--- src/rtl/ext_bus_consts.svh ---
// Constants for the external bus recovery, latch strobe and ready block.
// Assumes a single 100 MHz clock standing in for the bus clock.
// Contract
// - Per-space bit selects recovery cycle append.
// - Recovery holds address, write data; separate only.
// - Pulse latch strobe on multiplexed bus.
// - Two mode bits choose strobe output pin.
// - Strobe issued for internal and external.
// - Ready low at last clock inserts waits.
// - Ready high during wait resumes cycle.
// - Outputs frozen throughout ready wait states.
// - Ready ignored just before software waits.
`ifndef EXT_BUS_CONSTS_SVH
`define EXT_BUS_CONSTS_SVH
`define EB_RECOVERY_BIT 6
`define EB_MUX_BIT 5
`define EB_SEL_HI_BIT 5
`define EB_SEL_LO_BIT 4
`define EB_NUM_SPACES 4
`define EB_NUM_ALE_PINS 4
`endif

--- src/rtl/ext_bus_pkg.sv ---
// Types shared by the external bus block.
// Assumes nothing beyond the constants header.
package ext_bus_pkg;
    typedef enum logic [2:0] {
        ST_IDLE = 3'b000,
        ST_LATCH = 3'b001,
        ST_ACCESS = 3'b010,
        ST_READY_WAIT = 3'b011,
        ST_RECOVERY = 3'b100
    } bus_state_e;
endpackage

--- src/rtl/ext_bus_seq.sv ---
// Bus-cycle sequencer: latch strobe, ready wait states, recovery cycle.
// Assumes the bus unit presents one request with its space, address and
// data held until done_o pulses.
`timescale 1ns/1ns
`include "ext_bus_consts.svh"
module ext_bus_seq #(
    parameter int AW = 24,
    parameter int DW = 16,
    parameter int CW = 4
) (
    // Clock and reset.
    input wire logic clk_i,
    input wire logic nrst_i,
    // Configuration.
    input wire logic [7:0] space_wait_control_reg0_i,
    input wire logic [7:0] space_wait_control_reg1_i,
    input wire logic [7:0] space_wait_control_reg2_i,
    input wire logic [7:0] space_wait_control_reg3_i,
    input wire logic [7:0] processor_mode_reg1_i,
    // Request from the bus unit.
    input wire logic req_i,
    input wire logic req_internal_i,
    input wire logic [1:0] req_space_i,
    input wire logic req_write_i,
    input wire logic [AW-1:0] req_addr_i,
    input wire logic [DW-1:0] req_wdata_i,
    input wire logic [CW-1:0] req_cycles_i,
    input wire logic sw_wait_next_i,
    input wire logic hold_acknowledge_n_i,
    input wire logic [7:0] port_out_i,
    output logic done_o,
    // External pins.
    input wire logic ready_n_i,
    output logic [AW-1:0] addr_o,
    output logic [DW-1:0] data_o,
    output logic data_oe_o,
    output logic rd_n_o,
    output logic wr_n_o,
    output logic [3:0] cs_n_o,
    output logic [`EB_NUM_ALE_PINS-1:0] latch_strobe_o,
    output logic hold_acknowledge_n_o,
    output logic [7:0] port_out_o
);
    ext_bus_pkg::bus_state_e state;
    logic ready_n;
    logic [CW-1:0] cnt;
    logic [1:0] space;
    logic internal;
    logic write;
    logic ale;

    ready_sync u_sync (
        .clk_i(clk_i),
        .nrst_i(nrst_i),
        .ready_n_i(ready_n_i),
        .ready_n_o(ready_n)
    );

    function automatic logic [7:0] wcr(input logic [1:0] s);
        case (s)
            2'h0: wcr = space_wait_control_reg0_i;
            2'h1: wcr = space_wait_control_reg1_i;
            2'h2: wcr = space_wait_control_reg2_i;
            default: wcr = space_wait_control_reg3_i;
        endcase
    endfunction

    logic [7:0] cfg;
    logic muxed;
    logic recov_en;
    logic last;
    logic [1:0] pin_sel;
    assign cfg = wcr(space);
    assign muxed = !internal && cfg[`EB_MUX_BIT];
    // Recovery is only meaningful on a separate bus.
    assign recov_en = !internal && cfg[`EB_RECOVERY_BIT] &&
                      !muxed;
    assign last = (state == ext_bus_pkg::ST_ACCESS) && (cnt == '0);
    assign pin_sel = {processor_mode_reg1_i[`EB_SEL_HI_BIT],
                      processor_mode_reg1_i[`EB_SEL_LO_BIT]};

    logic wait_take;
    // Ready is not honoured when software waits follow next.
    assign wait_take = last && !ready_n && !sw_wait_next_i;

    always_ff @(posedge clk_i or negedge nrst_i) begin
        if (!nrst_i) begin
            state <= ext_bus_pkg::ST_IDLE;
            cnt <= '0;
            space <= 2'h0;
            internal <= 1'b0;
            write <= 1'b0;
        end else begin
            case (state)
                ext_bus_pkg::ST_IDLE: begin
                    if (req_i && !done_o) begin
                        space <= req_space_i;
                        internal <= req_internal_i;
                        write <= req_write_i;
                        cnt <= req_cycles_i;
                        state <= ext_bus_pkg::ST_LATCH;
                    end
                end
                ext_bus_pkg::ST_LATCH: begin
                    state <= ext_bus_pkg::ST_ACCESS;
                end
                ext_bus_pkg::ST_ACCESS: begin
                    if (cnt != '0) begin
                        cnt <= cnt - 1'b1;
                    end else if (wait_take) begin
                        state <= ext_bus_pkg::ST_READY_WAIT;
                    end else if (recov_en) begin
                        state <= ext_bus_pkg::ST_RECOVERY;
                    end else begin
                        state <= ext_bus_pkg::ST_IDLE;
                    end
                end
                ext_bus_pkg::ST_READY_WAIT: begin
                    if (ready_n) begin
                        state <= recov_en ? ext_bus_pkg::ST_RECOVERY
                                          : ext_bus_pkg::ST_IDLE;
                    end
                end
                default: begin
                    state <= ext_bus_pkg::ST_IDLE;
                end
            endcase
        end
    end

    // A low synchronised pin asks for wait states; high lets the cycle run.
    // The synchroniser resets high, so no false stall follows reset.

    always_ff @(posedge clk_i or negedge nrst_i) begin
        if (!nrst_i) begin
            done_o <= 1'b0;
        end else begin
            done_o <= (state == ext_bus_pkg::ST_RECOVERY) ||
                      (last && !wait_take && !recov_en) ||
                      (state == ext_bus_pkg::ST_READY_WAIT && ready_n &&
                       !recov_en);
        end
    end

    // Strobe pulses in the latch state for every access.
    assign ale = (state == ext_bus_pkg::ST_LATCH);

    always_ff @(posedge clk_i or negedge nrst_i) begin
        if (!nrst_i) begin
            addr_o <= '0;
            data_o <= '0;
            data_oe_o <= 1'b0;
            rd_n_o <= 1'b1;
            wr_n_o <= 1'b1;
            cs_n_o <= 4'hF;
            latch_strobe_o <= '0;
            hold_acknowledge_n_o <= 1'b1;
            port_out_o <= 8'h00;
        end else if (state == ext_bus_pkg::ST_READY_WAIT) begin
            // Everything frozen while the external device stalls.
            addr_o <= addr_o;
        end else begin
            hold_acknowledge_n_o <= hold_acknowledge_n_i;
            port_out_o <= port_out_i;
            latch_strobe_o <= '0;
            latch_strobe_o[pin_sel] <= ale;
            if (state == ext_bus_pkg::ST_RECOVERY) begin
                // Address and write data persist; strobes released.
                rd_n_o <= 1'b1;
                wr_n_o <= 1'b1;
                cs_n_o <= 4'hF;
            end else if (state == ext_bus_pkg::ST_IDLE) begin
                rd_n_o <= 1'b1;
                wr_n_o <= 1'b1;
                cs_n_o <= 4'hF;
                data_oe_o <= 1'b0;
                if (req_i && !done_o && !req_internal_i) begin
                    addr_o <= req_addr_i;
                end
            end else if (!internal) begin
                cs_n_o <= ~(4'h1 << space);
                rd_n_o <= write;
                wr_n_o <= !write || (state == ext_bus_pkg::ST_LATCH && muxed);
                data_oe_o <= write || (state == ext_bus_pkg::ST_LATCH && muxed);
                data_o <= (state == ext_bus_pkg::ST_LATCH && muxed)
                          ? req_addr_i[DW-1:0] : req_wdata_i;
            end
        end
    end

    AST_WAIT_FREEZE: assert property (@(posedge clk_i) disable iff (!nrst_i)
        state == ext_bus_pkg::ST_READY_WAIT &&
        $past(state) == ext_bus_pkg::ST_READY_WAIT |->
        $stable(addr_o) && $stable(rd_n_o) && $stable(wr_n_o) &&
        $stable(cs_n_o) && $stable(data_o) && $stable(port_out_o) &&
        $stable(data_oe_o) && $stable(latch_strobe_o) &&
        $stable(hold_acknowledge_n_o))
        else $error("outputs moved during ready wait");
    AST_WAIT_ENTRY: assert property (@(posedge clk_i) disable iff (!nrst_i)
        last && !ready_n && !sw_wait_next_i |=>
        state == ext_bus_pkg::ST_READY_WAIT)
        else $error("wait not inserted");
    AST_WAIT_EXIT: assert property (@(posedge clk_i) disable iff (!nrst_i)
        state == ext_bus_pkg::ST_READY_WAIT && ready_n |=>
        state != ext_bus_pkg::ST_READY_WAIT)
        else $error("cycle did not resume");
    AST_SW_IGNORE: assert property (@(posedge clk_i) disable iff (!nrst_i)
        last && sw_wait_next_i |=> state != ext_bus_pkg::ST_READY_WAIT)
        else $error("ready honoured before software waits");
    AST_RECOV: assert property (@(posedge clk_i) disable iff (!nrst_i)
        state == ext_bus_pkg::ST_RECOVERY |=>
        $stable(addr_o) && $stable(data_o) && $stable(data_oe_o))
        else $error("recovery changed address or data");
    AST_RECOV_ADD: assert property (@(posedge clk_i) disable iff (!nrst_i)
        last && !wait_take && recov_en |=> state == ext_bus_pkg::ST_RECOVERY)
        else $error("recovery not appended");
    AST_NO_RECOV: assert property (@(posedge clk_i) disable iff (!nrst_i)
        last && !wait_take && !recov_en |=> state == ext_bus_pkg::ST_IDLE ##1
        !done_o || state != ext_bus_pkg::ST_RECOVERY)
        else $error("extra recovery clock");
    AST_STROBE: assert property (@(posedge clk_i) disable iff (!nrst_i)
        state == ext_bus_pkg::ST_LATCH |=> latch_strobe_o[$past(pin_sel)]
        ##1 latch_strobe_o == '0)
        else $error("latch strobe not pulsed");
endmodule // ext_bus_seq

--- src/rtl/ready_sync.sv ---
// Three-stage synchroniser for the external active-low ready pin.
// Assumes the pin is asynchronous to clk_i.
`timescale 1ns/1ns
module ready_sync (
    // Clock and reset.
    input wire logic clk_i,
    input wire logic nrst_i,
    // Pin and filtered level.
    input wire logic ready_n_i,
    output logic ready_n_o
);
    logic s1;
    logic s2;
    logic s3;

    always_ff @(posedge clk_i or negedge nrst_i) begin
        if (!nrst_i) begin
            s1 <= 1'b1;
            s2 <= 1'b1;
            s3 <= 1'b1;
        end else begin
            s1 <= ready_n_i;
            s2 <= s1;
            s3 <= s2;
        end
    end

    // A change is accepted only when the last two stages agree.
    always_ff @(posedge clk_i or negedge nrst_i) begin
        if (!nrst_i) begin
            ready_n_o <= 1'b1;
        end else if (s2 == s3) begin
            ready_n_o <= s3;
        end
    end
endmodule // ready_sync

--- config.mk ---
export PLATFORM = sky130hd
export DESIGN_NAME = ext_bus_seq
export DESIGN_NICKNAME = d
export VERILOG_FILES = /design/src/rtl/ext_bus_pkg.sv /design/src/rtl/ext_bus_seq.sv /design/src/rtl/ready_sync.sv
export VERILOG_INCLUDE_DIRS = /design/src /design/src/rtl
export SDC_FILE = /design/constraint.sdc
export NUM_CORES = 1
export LEC_CHECK = 0
export BUFFER_PORTS_ARGS = -buffer_cell sky130_fd_sc_hd__buf_4
export CAP_MARGIN = 20
export CORE_UTILIZATION = 25
export DETAILED_ROUTE_END_ITERATION = 10
export GPL_ROUTABILITY_DRIVEN = 0
export SLEW_MARGIN = 20
export SYNTH_ARGS = -nofsm -noshare
export SYNTH_HDL_FRONTEND = slang
export SYNTH_SLANG_ARGS = --single-unit
--- constraint.sdc ---
create_clock -name clk_i -period 3.5 [get_ports clk_i]
set_input_delay 0.7 -clock clk_i [delete_from_list [all_inputs] [get_ports clk_i]]
set_output_delay 0.7 -clock clk_i [all_outputs]
set_load 0.02 [all_outputs]
==> results of run 1 <==
## final cells by class
type                    count  area share
inverters                   5     0.00386
flip-flops and latches     76       0.394
clock inverters             5      0.0108
clock buffers              11      0.0479
multi-input cells         210       0.290
repair buffers            134       0.208
well taps                 176      0.0453
## cell families (layout without fill, tap and decap cells)
kind of cell / count (synthesis) / in the layout / share of synthesized area
and+or+nand+nor: 114 / 114 / 0.161
DFF: 76 / 76 / 0.552
AOI/OAI and AO/OA: 63 / 63 / 0.107
muxes: 31 / 31 / 0.129
buffers and inverters: 23 / 155 / 0.0447
adders and majority gates: 2 / 2 / 0.00648
## worst max path at each step
stage                 endpoint  slack [ns]  depth (start not counted)
floorplan           addr_o[10]        1.59                          6
global placement     data_o[8]        1.11                          4
detailed placement   data_o[6]        1.08                          4
CTS                  data_o[6]        1.06                          4
global route         data_o[8]        0.87                          4
finish               data_o[6]        1.09                          4
## power by group
group	internal [W]	switching, W	total (W)
registers	0.00127	0.000301	0.00157
clock network	0.000549	0.000370	0.000919
logic	0.000971	0.00111	0.00208
## layer usage
metal / vias to the layer above / part of all wire / global-route usage
met5: - / 0 / 0
met4: 0 / 0.017 / 0.0695
met3: 12 / 0.062 / 0.0380
met2: 89 / 0.49 / 0.212
met1: 1368 / 0.43 / 0.166
li1: 1328 / - / -
## state kept, by name, indices dropped and copies added (netlist names), 2 cells and up
register        flops
addr_o             24
data_o             16
port_out_o          8
cnt                 4
cs_n_o              4
latch_strobe_o      4
state               3
space               2
## layout by cell type (no fill, tap or decap), drive strengths merged, types with 2 or more instances in the layout
cell type	synthesis	layout
nor3	4	4
a31oi	5	5
clkinv	0	3
mux2	28	28
o21ai	8	8
dfstp	11	11
nor4	3	3
clkbuf	6	11
o32a	2	2
or3b	2	2
nor2b	4	4
or3	2	2
o211ai	2	2
nor3b	5	5
nor2	31	31
o22a	2	2
mux4	2	2
nand2b	2	2
a21oi	36	36
buf	12	134
nand2	54	54
dfrtp	65	65
inv	5	5
o32ai	2	2
## stage by stage
step,hold WS [ns],cell area [um^2]
final,0.356,4860
after global routing,0.358,4860
after CTS,0.356,4850
after detailed placement,0.348,4570
after global placement,0.348,4570
after floorplan,0.345,3470
## worst register-to-register path, stage by stage, from the launching register on
cell,delay [ns]
dfrtp_1,0.76
and3b_1,0.60
or3_1,0.70
a21oi_1,0.08
a21oi_1,0.19
==> metrics.txt, run 1 <==
Pleak=2.28 nW; Buf/Inv on CP=0; Die Ht=120 um; Area contributors post-synth=dfrtp_1, mux2_4, dfstp_2; Post-synth top flop=dfrtp_1; DRT Pass-1 Iters=4; VDD IR-drop max=0.346 mV; IO Pins=163; Tightest Pin Transition=0.781 ns; Core Box Area=0.0134 mm^2; area of the multi-input gates=0.00141 mm^2; Final WS setup=1.09 ns; Syn Area/Cell=11.2 um^2; Worst Setup SP=state[1]; Yosys top cell area share=0.468; WP data arrival=2.67 ns; largest net degree at the start of global routing=77; first-pass GRT wire length=14,600 um; clock tree buffer depth=2; clock sinks=76; die area=0.0144 mm^2; RSZ-0062 raised after global routing=no; Max Cap Viol=0; unique cell type count in the Yosys netlist=50; initial DRC count=121; CTS clock-pin slew for the worst setup and hold paths=0.06 ns; Hold WC Path Type=flip-flop to flip-flop; cts bufs inserted=9; CTS tree=built; post-DR wirelength/cell=15.2 um; Root Driver=clkbuf_16; R2R setup slack=1.09 ns; r2r endpoint=data_o[6]; Place WS=1.08 ns; Peak Freq=415 MHz; Vias/cell=4.53; CP most frequent cell=a21oi_1; largest fanout on the critical path=20; Final HPWL DP=6420 um; Core Util, Final=0.362; Hold Crit Depth=0; total nets after synthesis=412; crit start category=flip-flop; crit-path cells=and3b_1 -> or3_1 -> a21oi_1 -> a21oi_1; die width=120 um; cell row count=42; cts hold-fix bufs=0; Final Hold Fails=0; Cells after DPL=601; Hold Path Origin=u_sync.s1; Top delay family on crit path=simple AND/OR/NAND/NOR gates; Final #Nets=539; endpoints failing setup=0; Final min period=2.41 ns; vias in the first global route=2,817; # fillers=1,340; DRC Markers=0; Final Skew=0.00668 ns; I/O Buffers=132; Max-slew headroom=0.480; number of cells upsized or downsized after cts=0; commonest cells in the netlist=dfrtp_1, nand2_1, a21oi_1; hold path endpoint=u_sync.s2; Area growth syn-to-layout=39.8%; via count=2,797; routed wire length=9350 um; reg2reg start=state[1]; Routed Antenna Nets=0; grt ovf=0; layout cell share with drive strength beyond 1=0.444; Clk Latency, worst-skew pair=0.34 ns; Reg2Reg Depth=4; peak per-stage delay on the critical path=0.76 ns; area leader, netlist=dfrtp_1; count leader, synth=dfrtp_1; crit end category=flip-flop; FF+latch count, synth=76; Power Dens Cells=941 mW/mm^2; Sequential Area=0.00192 mm^2; Syn Inst Count=309; ys async rst share=1.00; htree depth=3; TNS Setup=0 ns; Initial Utilization=0.259; max-slew violations=0; total power=0.00457 W; Setup CP Type=flip-flop to flip-flop; Post-Layout Cell Count=617; # diodes=0; EDFF count, synth=0; status=finished clean; total number of yosys warnings=0; sequential fraction of the synthesis area=0.552; Post-CTS Setup Bufs=0; global-route usage over all layers=0.134; Slowest cell on crit path=dfrtp_1; required time of the critical path=3.76 ns; initial antenna violation count=0; fin crit share=0.689; synthesized area=0.00347 mm^2
No activity file was read; power rests on OpenSTA's default activity.
==> run 2: changes to the inputs <==
==> constraint.sdc (replaced) <==
create_clock -name clk_i -period 2.51 [get_ports clk_i]
set_input_delay 0.502 -clock clk_i [delete_from_list [all_inputs] [get_ports clk_i]]
set_output_delay 0.502 -clock clk_i [all_outputs]
set_load 0.02 [all_outputs]
==> metrics.txt, run 2 (synthesized netlist as in run 1, its figures left out) <==
CTS clock-pin slew for the worst setup and hold paths=0.06 ns; Largest Register=addr_o; Final WS setup=0.605 ns; Pleak=2.31 nW; I/O Buffers=132; Worst Setup SP=state[2]; die area=0.0144 mm^2; reg2reg start=state[2]; Clk Latency, worst-skew pair=0.34 ns; Levels on crit path=3; clock tree buffer depth=2; Final Hold Fails=0; Reg2Reg Depth=3; Post-CTS Setup Bufs=0; Top delay family on crit path=simple AND/OR/NAND/NOR gates; commonest non-fill, non-tap cell in the layout=buf_4; initial DRC count=128; global-route usage over all layers=0.135; number of cells upsized or downsized after cts=0; Final Skew=0.00671 ns; TNS Setup=0 ns; Peak Freq=525 MHz; via count=2,829; max reg flops=24; area of the multi-input gates=0.00141 mm^2; VDD IR-drop max=0.462 mV; Sequential Area=0.00192 mm^2; # diodes=0; vias in the first global route=2,901; crit-path cells=and3b_1 -> or3_1 -> o32a_1; crit start category=flip-flop; R2R setup slack=0.61 ns; cts bufs inserted=9; WP data arrival=2.16 ns; Regs by FF count=addr_o (24), data_o (16), port_out_o (8); layout cell share with drive strength beyond 1=0.454; Place WS=0.575 ns; fin crit share=0.759; routed wire length=9320 um; Max-slew headroom=0.511; most frequent cells in the layout=buf_4, dfrtp_1, nand2_1; htree depth=3; last element of the critical path=cs_n_o[1]; # fillers=1,357; crit end category=flip-flop; Slowest cell on crit path=or3_1; Root Driver=clkbuf_16; Hold WC Path Type=input port to async pin; Vias/cell=4.54; Final #Nets=545; IO Pins=163; RSZ-0062 raised after global routing=no; cell row count=42; Initial Utilization=0.259; Max Cap Viol=0; Tightest Pin Transition=0.734 ns; status=finished clean; post-DR wirelength/cell=15.0 um; clock sinks=76; peak per-stage delay on the critical path=0.63 ns; Final HPWL DP=6500 um; Power Dens Cells=1310 mW/mm^2; largest fanout on the critical path=17; required time of the critical path=2.77 ns; endpoints failing setup=0; r2r endpoint=cs_n_o[1]; DRT Pass-1 Iters=4; Die Ht=120 um; grt ovf=0; Core Box Area=0.0134 mm^2; cts hold-fix bufs=0; CTS tree=built; first-pass GRT wire length=14,800 um; Final min period=1.90 ns; Setup CP Type=flip-flop to flip-flop; Area growth syn-to-layout=42.0%; initial antenna violation count=1; Routed Antenna Nets=0; DRC Markers=0; largest net degree at the start of global routing=77; die width=120 um; max-slew violations=0; Buf/Inv on CP=0
## run 2: cell count changes in the layout (fill, tap and decap cells not counted)
cell,delta
buf_12,+2
clkinvlp_4,+3
clkinv_2,-2
buf_6,-1
buf_4,+5
clkbuf_1,-1
## run 2: report_power, final
| part | switching (W) | leakage (nW) | internal [W] | total, W |
|---|---|---|---|---|
| Clock | 0.000528 | 0.131 | 0.000769 | 0.00130 |
| Combinational | 0.00160 | 1.29 | 0.00140 | 0.00300 |
| Sequential | 0.000380 | 0.887 | 0.00177 | 0.00215 |
| Total | 0.00251 | 2.31 | 0.00394 | 0.00645 |
## run 2: area by class of cell
| cell class | count | share of cell area |
|---|---|---|
| timing repair buffer | 140 | 0.218 |
| sequential | 76 | 0.388 |
| multi-input combinational | 210 | 0.285 |
| inverter | 5 | 0.00381 |
| clock buffer | 10 | 0.0464 |
| clock inverter | 6 | 0.0132 |
| tap | 176 | 0.0446 |
## run 2: worst min-delay path by stage
stage,startpoint,endpoint,slack (ns),cells after the start
after CTS,nrst_i,addr_o[6],0.19,2
after global placement,u_sync.s1,u_sync.s2,0.35,0
after global routing,nrst_i,data_o[6],0.18,2
after detailed placement,u_sync.s1,u_sync.s2,0.35,0
final,nrst_i,data_o[6],0.17,2
after floorplan,nrst_i,addr_o[0],0.21,0
## run 2: per-stage QoR
step | instance area, um^2 | power, W | instances | hold WS (ns) | util
final | 4930 | 0.00645 | 623 | 0.166 | 0.368
after global routing | 4930 | 0.00684 | 623 | 0.176 | 0.368
after CTS | 4930 | 0.00654 | 623 | 0.191 | 0.368
after detailed placement | 4640 | 0.00519 | 607 | 0.352 | 0.346
after global placement | 4640 | 0.00512 | 607 | 0.349 | 0.346
after floorplan | 3470 | 0.00403 | 309 | 0.206 | -
## run 2: layer usage
metal  wire length, um  GRT usage  share of wire
met1              4060      0.171           0.44
met5                 0          0              0
met4               189     0.0648          0.020
met3               536     0.0366          0.058
met2              4540      0.213           0.49
## run 2: worst register-to-register path, cell delays in order (launching register included)
cell and delay (ns):
dfrtp_1 0.55, and3b_1 0.24, or3_1 0.63, o32a_1 0.42
==> run 3: changes to the inputs <==
==> constraint.sdc (replaced) <==
create_clock -name clk_i -period 1.7 [get_ports clk_i]
set_input_delay 0.34 -clock clk_i [delete_from_list [all_inputs] [get_ports clk_i]]
set_output_delay 0.34 -clock clk_i [all_outputs]
set_load 0.02 [all_outputs]
==> metrics.txt, run 3 (synthesized netlist as in run 1, its figures left out) <==
status=finished clean; # diodes=0; Pleak=2.42 nW; Final #Nets=563; IO Pins=163; layout cell share with drive strength beyond 1=0.510; Peak Freq=603 MHz; Largest Register=addr_o; Final min period=1.66 ns; initial DRC count=135; Routed Antenna Nets=0; initial antenna violation count=0; Reg2Reg Depth=5; Hold WC Path Type=input port to async pin; htree depth=3; crit start category=flip-flop; Clk pwr share=0.189; P_int=0.00625 W; total power=0.0101 W; largest fanout on the critical path=8; reg2reg start=state[2]; Tightest Pin Transition=0.410 ns; grt ovf=0; commonest non-fill, non-tap cell in the layout=buf_4; cts hold-fix bufs=0; Final HPWL DP=6620 um; WP data arrival=1.90 ns; via count=2,884; required time of the critical path=1.94 ns; post-DR wirelength/cell=14.9 um; Post-Layout Cell Count=641; crit end category=flip-flop; RSZ-0062 raised after global routing=yes; Final Skew=0.00757 ns; most frequent cells in the layout=buf_4, dfrtp_1, nand2_1; Area growth syn-to-layout=49.6%; I/O Buffers=132; endpoints failing setup=0; Core Box Area=0.0134 mm^2; R2R setup slack=0.04 ns; CTS tree=built; CTS clock-pin slew for the worst setup and hold paths=0.06 ns; clock sinks=76; Max Cap Viol=0; peak per-stage delay on the critical path=0.47 ns; global-route usage over all layers=0.132; combinational cell fraction of total power=0.497; largest net degree at the start of global routing=77; area of the multi-input gates=0.00148 mm^2; Regs by FF count=addr_o (24), data_o (16), port_out_o (8); Final Hold Fails=0; Cells after DPL=623; max-slew violations=0; TNS Setup=0 ns; routed wire length=9570 um; die width=120 um; Root Driver=clkbuf_16; fin crit share=0.975; Vias/cell=4.50; # fillers=1,324; Reg power frac=0.314; Power Dens Cells=1940 mW/mm^2; sw frac=0.382; crit-path cells=buf_4 -> nor4b_4 -> and2_4 -> a21oi_1 -> a21oi_1; die area=0.0144 mm^2; Setup CP Type=flip-flop to flip-flop; CP most frequent cell=a21oi_1; max reg flops=24; Max-slew headroom=0.727; cts bufs inserted=9; Die Ht=120 um; P_sw=0.00386 W; clock tree buffer depth=2; VDD IR-drop max=0.677 mV; Sequential Area=0.00192 mm^2; Initial Utilization=0.259; first-pass GRT wire length=14,900 um; DRT Pass-1 Iters=4; Slowest cell on crit path=dfrtp_2; r2r endpoint=data_o[15]; Clk Latency, worst-skew pair=0.33 ns; vias in the first global route=2,872; DRC Markers=0; cell row count=42
[run 3: cell types whose count changed in the layout (fill, tap and decap cells not counted), sizes merged]
cell      previous run  this run
clkinvlp             4         5
inv                  5         4
buf                140       157
and2                 1         2
[run 3: what timing repair did]
item / CTS / global route
pin swaps: 1 / 5
endpoints found under the setup margin: 25 / 52
resized for setup: 3 / 20
gates cloned: 0 / 1
buffers inserted: 0 / 1
[run 3: metrics by stage]
stage | instance area, um^2 | worst slack, ns | utilization | hold WS (ns)
global route | 5200 | -0.0241 | 0.388 | 0.0512
floorplan | 3480 | -0.0765 | - | 0.0444
CTS | 5120 | -0.000549 | 0.382 | 0.0423
finish | 5200 | 0.0426 | 0.388 | 0.0335
detailed placement | 4820 | -0.0632 | 0.360 | 0.353
global placement | 4820 | -0.0133 | 0.360 | 0.348
[run 3: layout make-up]
cell class	count	area share
repair buffers	157	0.242
clock inverters	6	0.0125
well taps	176	0.0424
multi-input cells	211	0.285
inverters	5	0.00433
flip-flops and latches	76	0.370
clock buffers	10	0.0441
[run 3: how the worst max path moves through the flow]
| stage | from | to | slack, ns |
|---|---|---|---|
| after floorplan | done_o | addr_o[10] | -0.08 |
| after detailed placement | done_o | addr_o[1] | -0.06 |
| final | state[2] | data_o[15] | 0.04 |
| after global placement | done_o | addr_o[1] | -0.01 |
| after global routing | cnt[0] | state[2] | -0.02 |
| after CTS | cnt[1] | state[2] | -0.0005 |
[run 3: power groups by stage]
stage,sequential [W],combinational (W),clock [W]
global route,0.00327,0.00540,0.00205
floorplan,0.00381,0.00216,0
global placement,0.00314,0.00479,0
CTS,0.00316,0.00491,0.00196
detailed placement,0.00318,0.00489,0
finish,0.00317,0.00502,0.00191
[run 3: metal layers]
| layer | track usage | vias to the layer above | routed length [um] |
|---|---|---|---|
| li1 | - | 1374 | - |
| met1 | 0.175 | 1421 | 4350 |
| met2 | 0.210 | 84 | 4650 |
| met3 | 0.0352 | 5 | 491 |
| met4 | 0.0406 | 0 | 78 |
| met5 | 0 | - | 0 |
[run 3: worst max-delay path, delay by kind of cell (launching register included)]
family | cells | cell delay, ns
compound gates | 2 | 0.24
simple gates | 2 | 0.68
buf+inv | 1 | 0.18
flops | 1 | 0.47
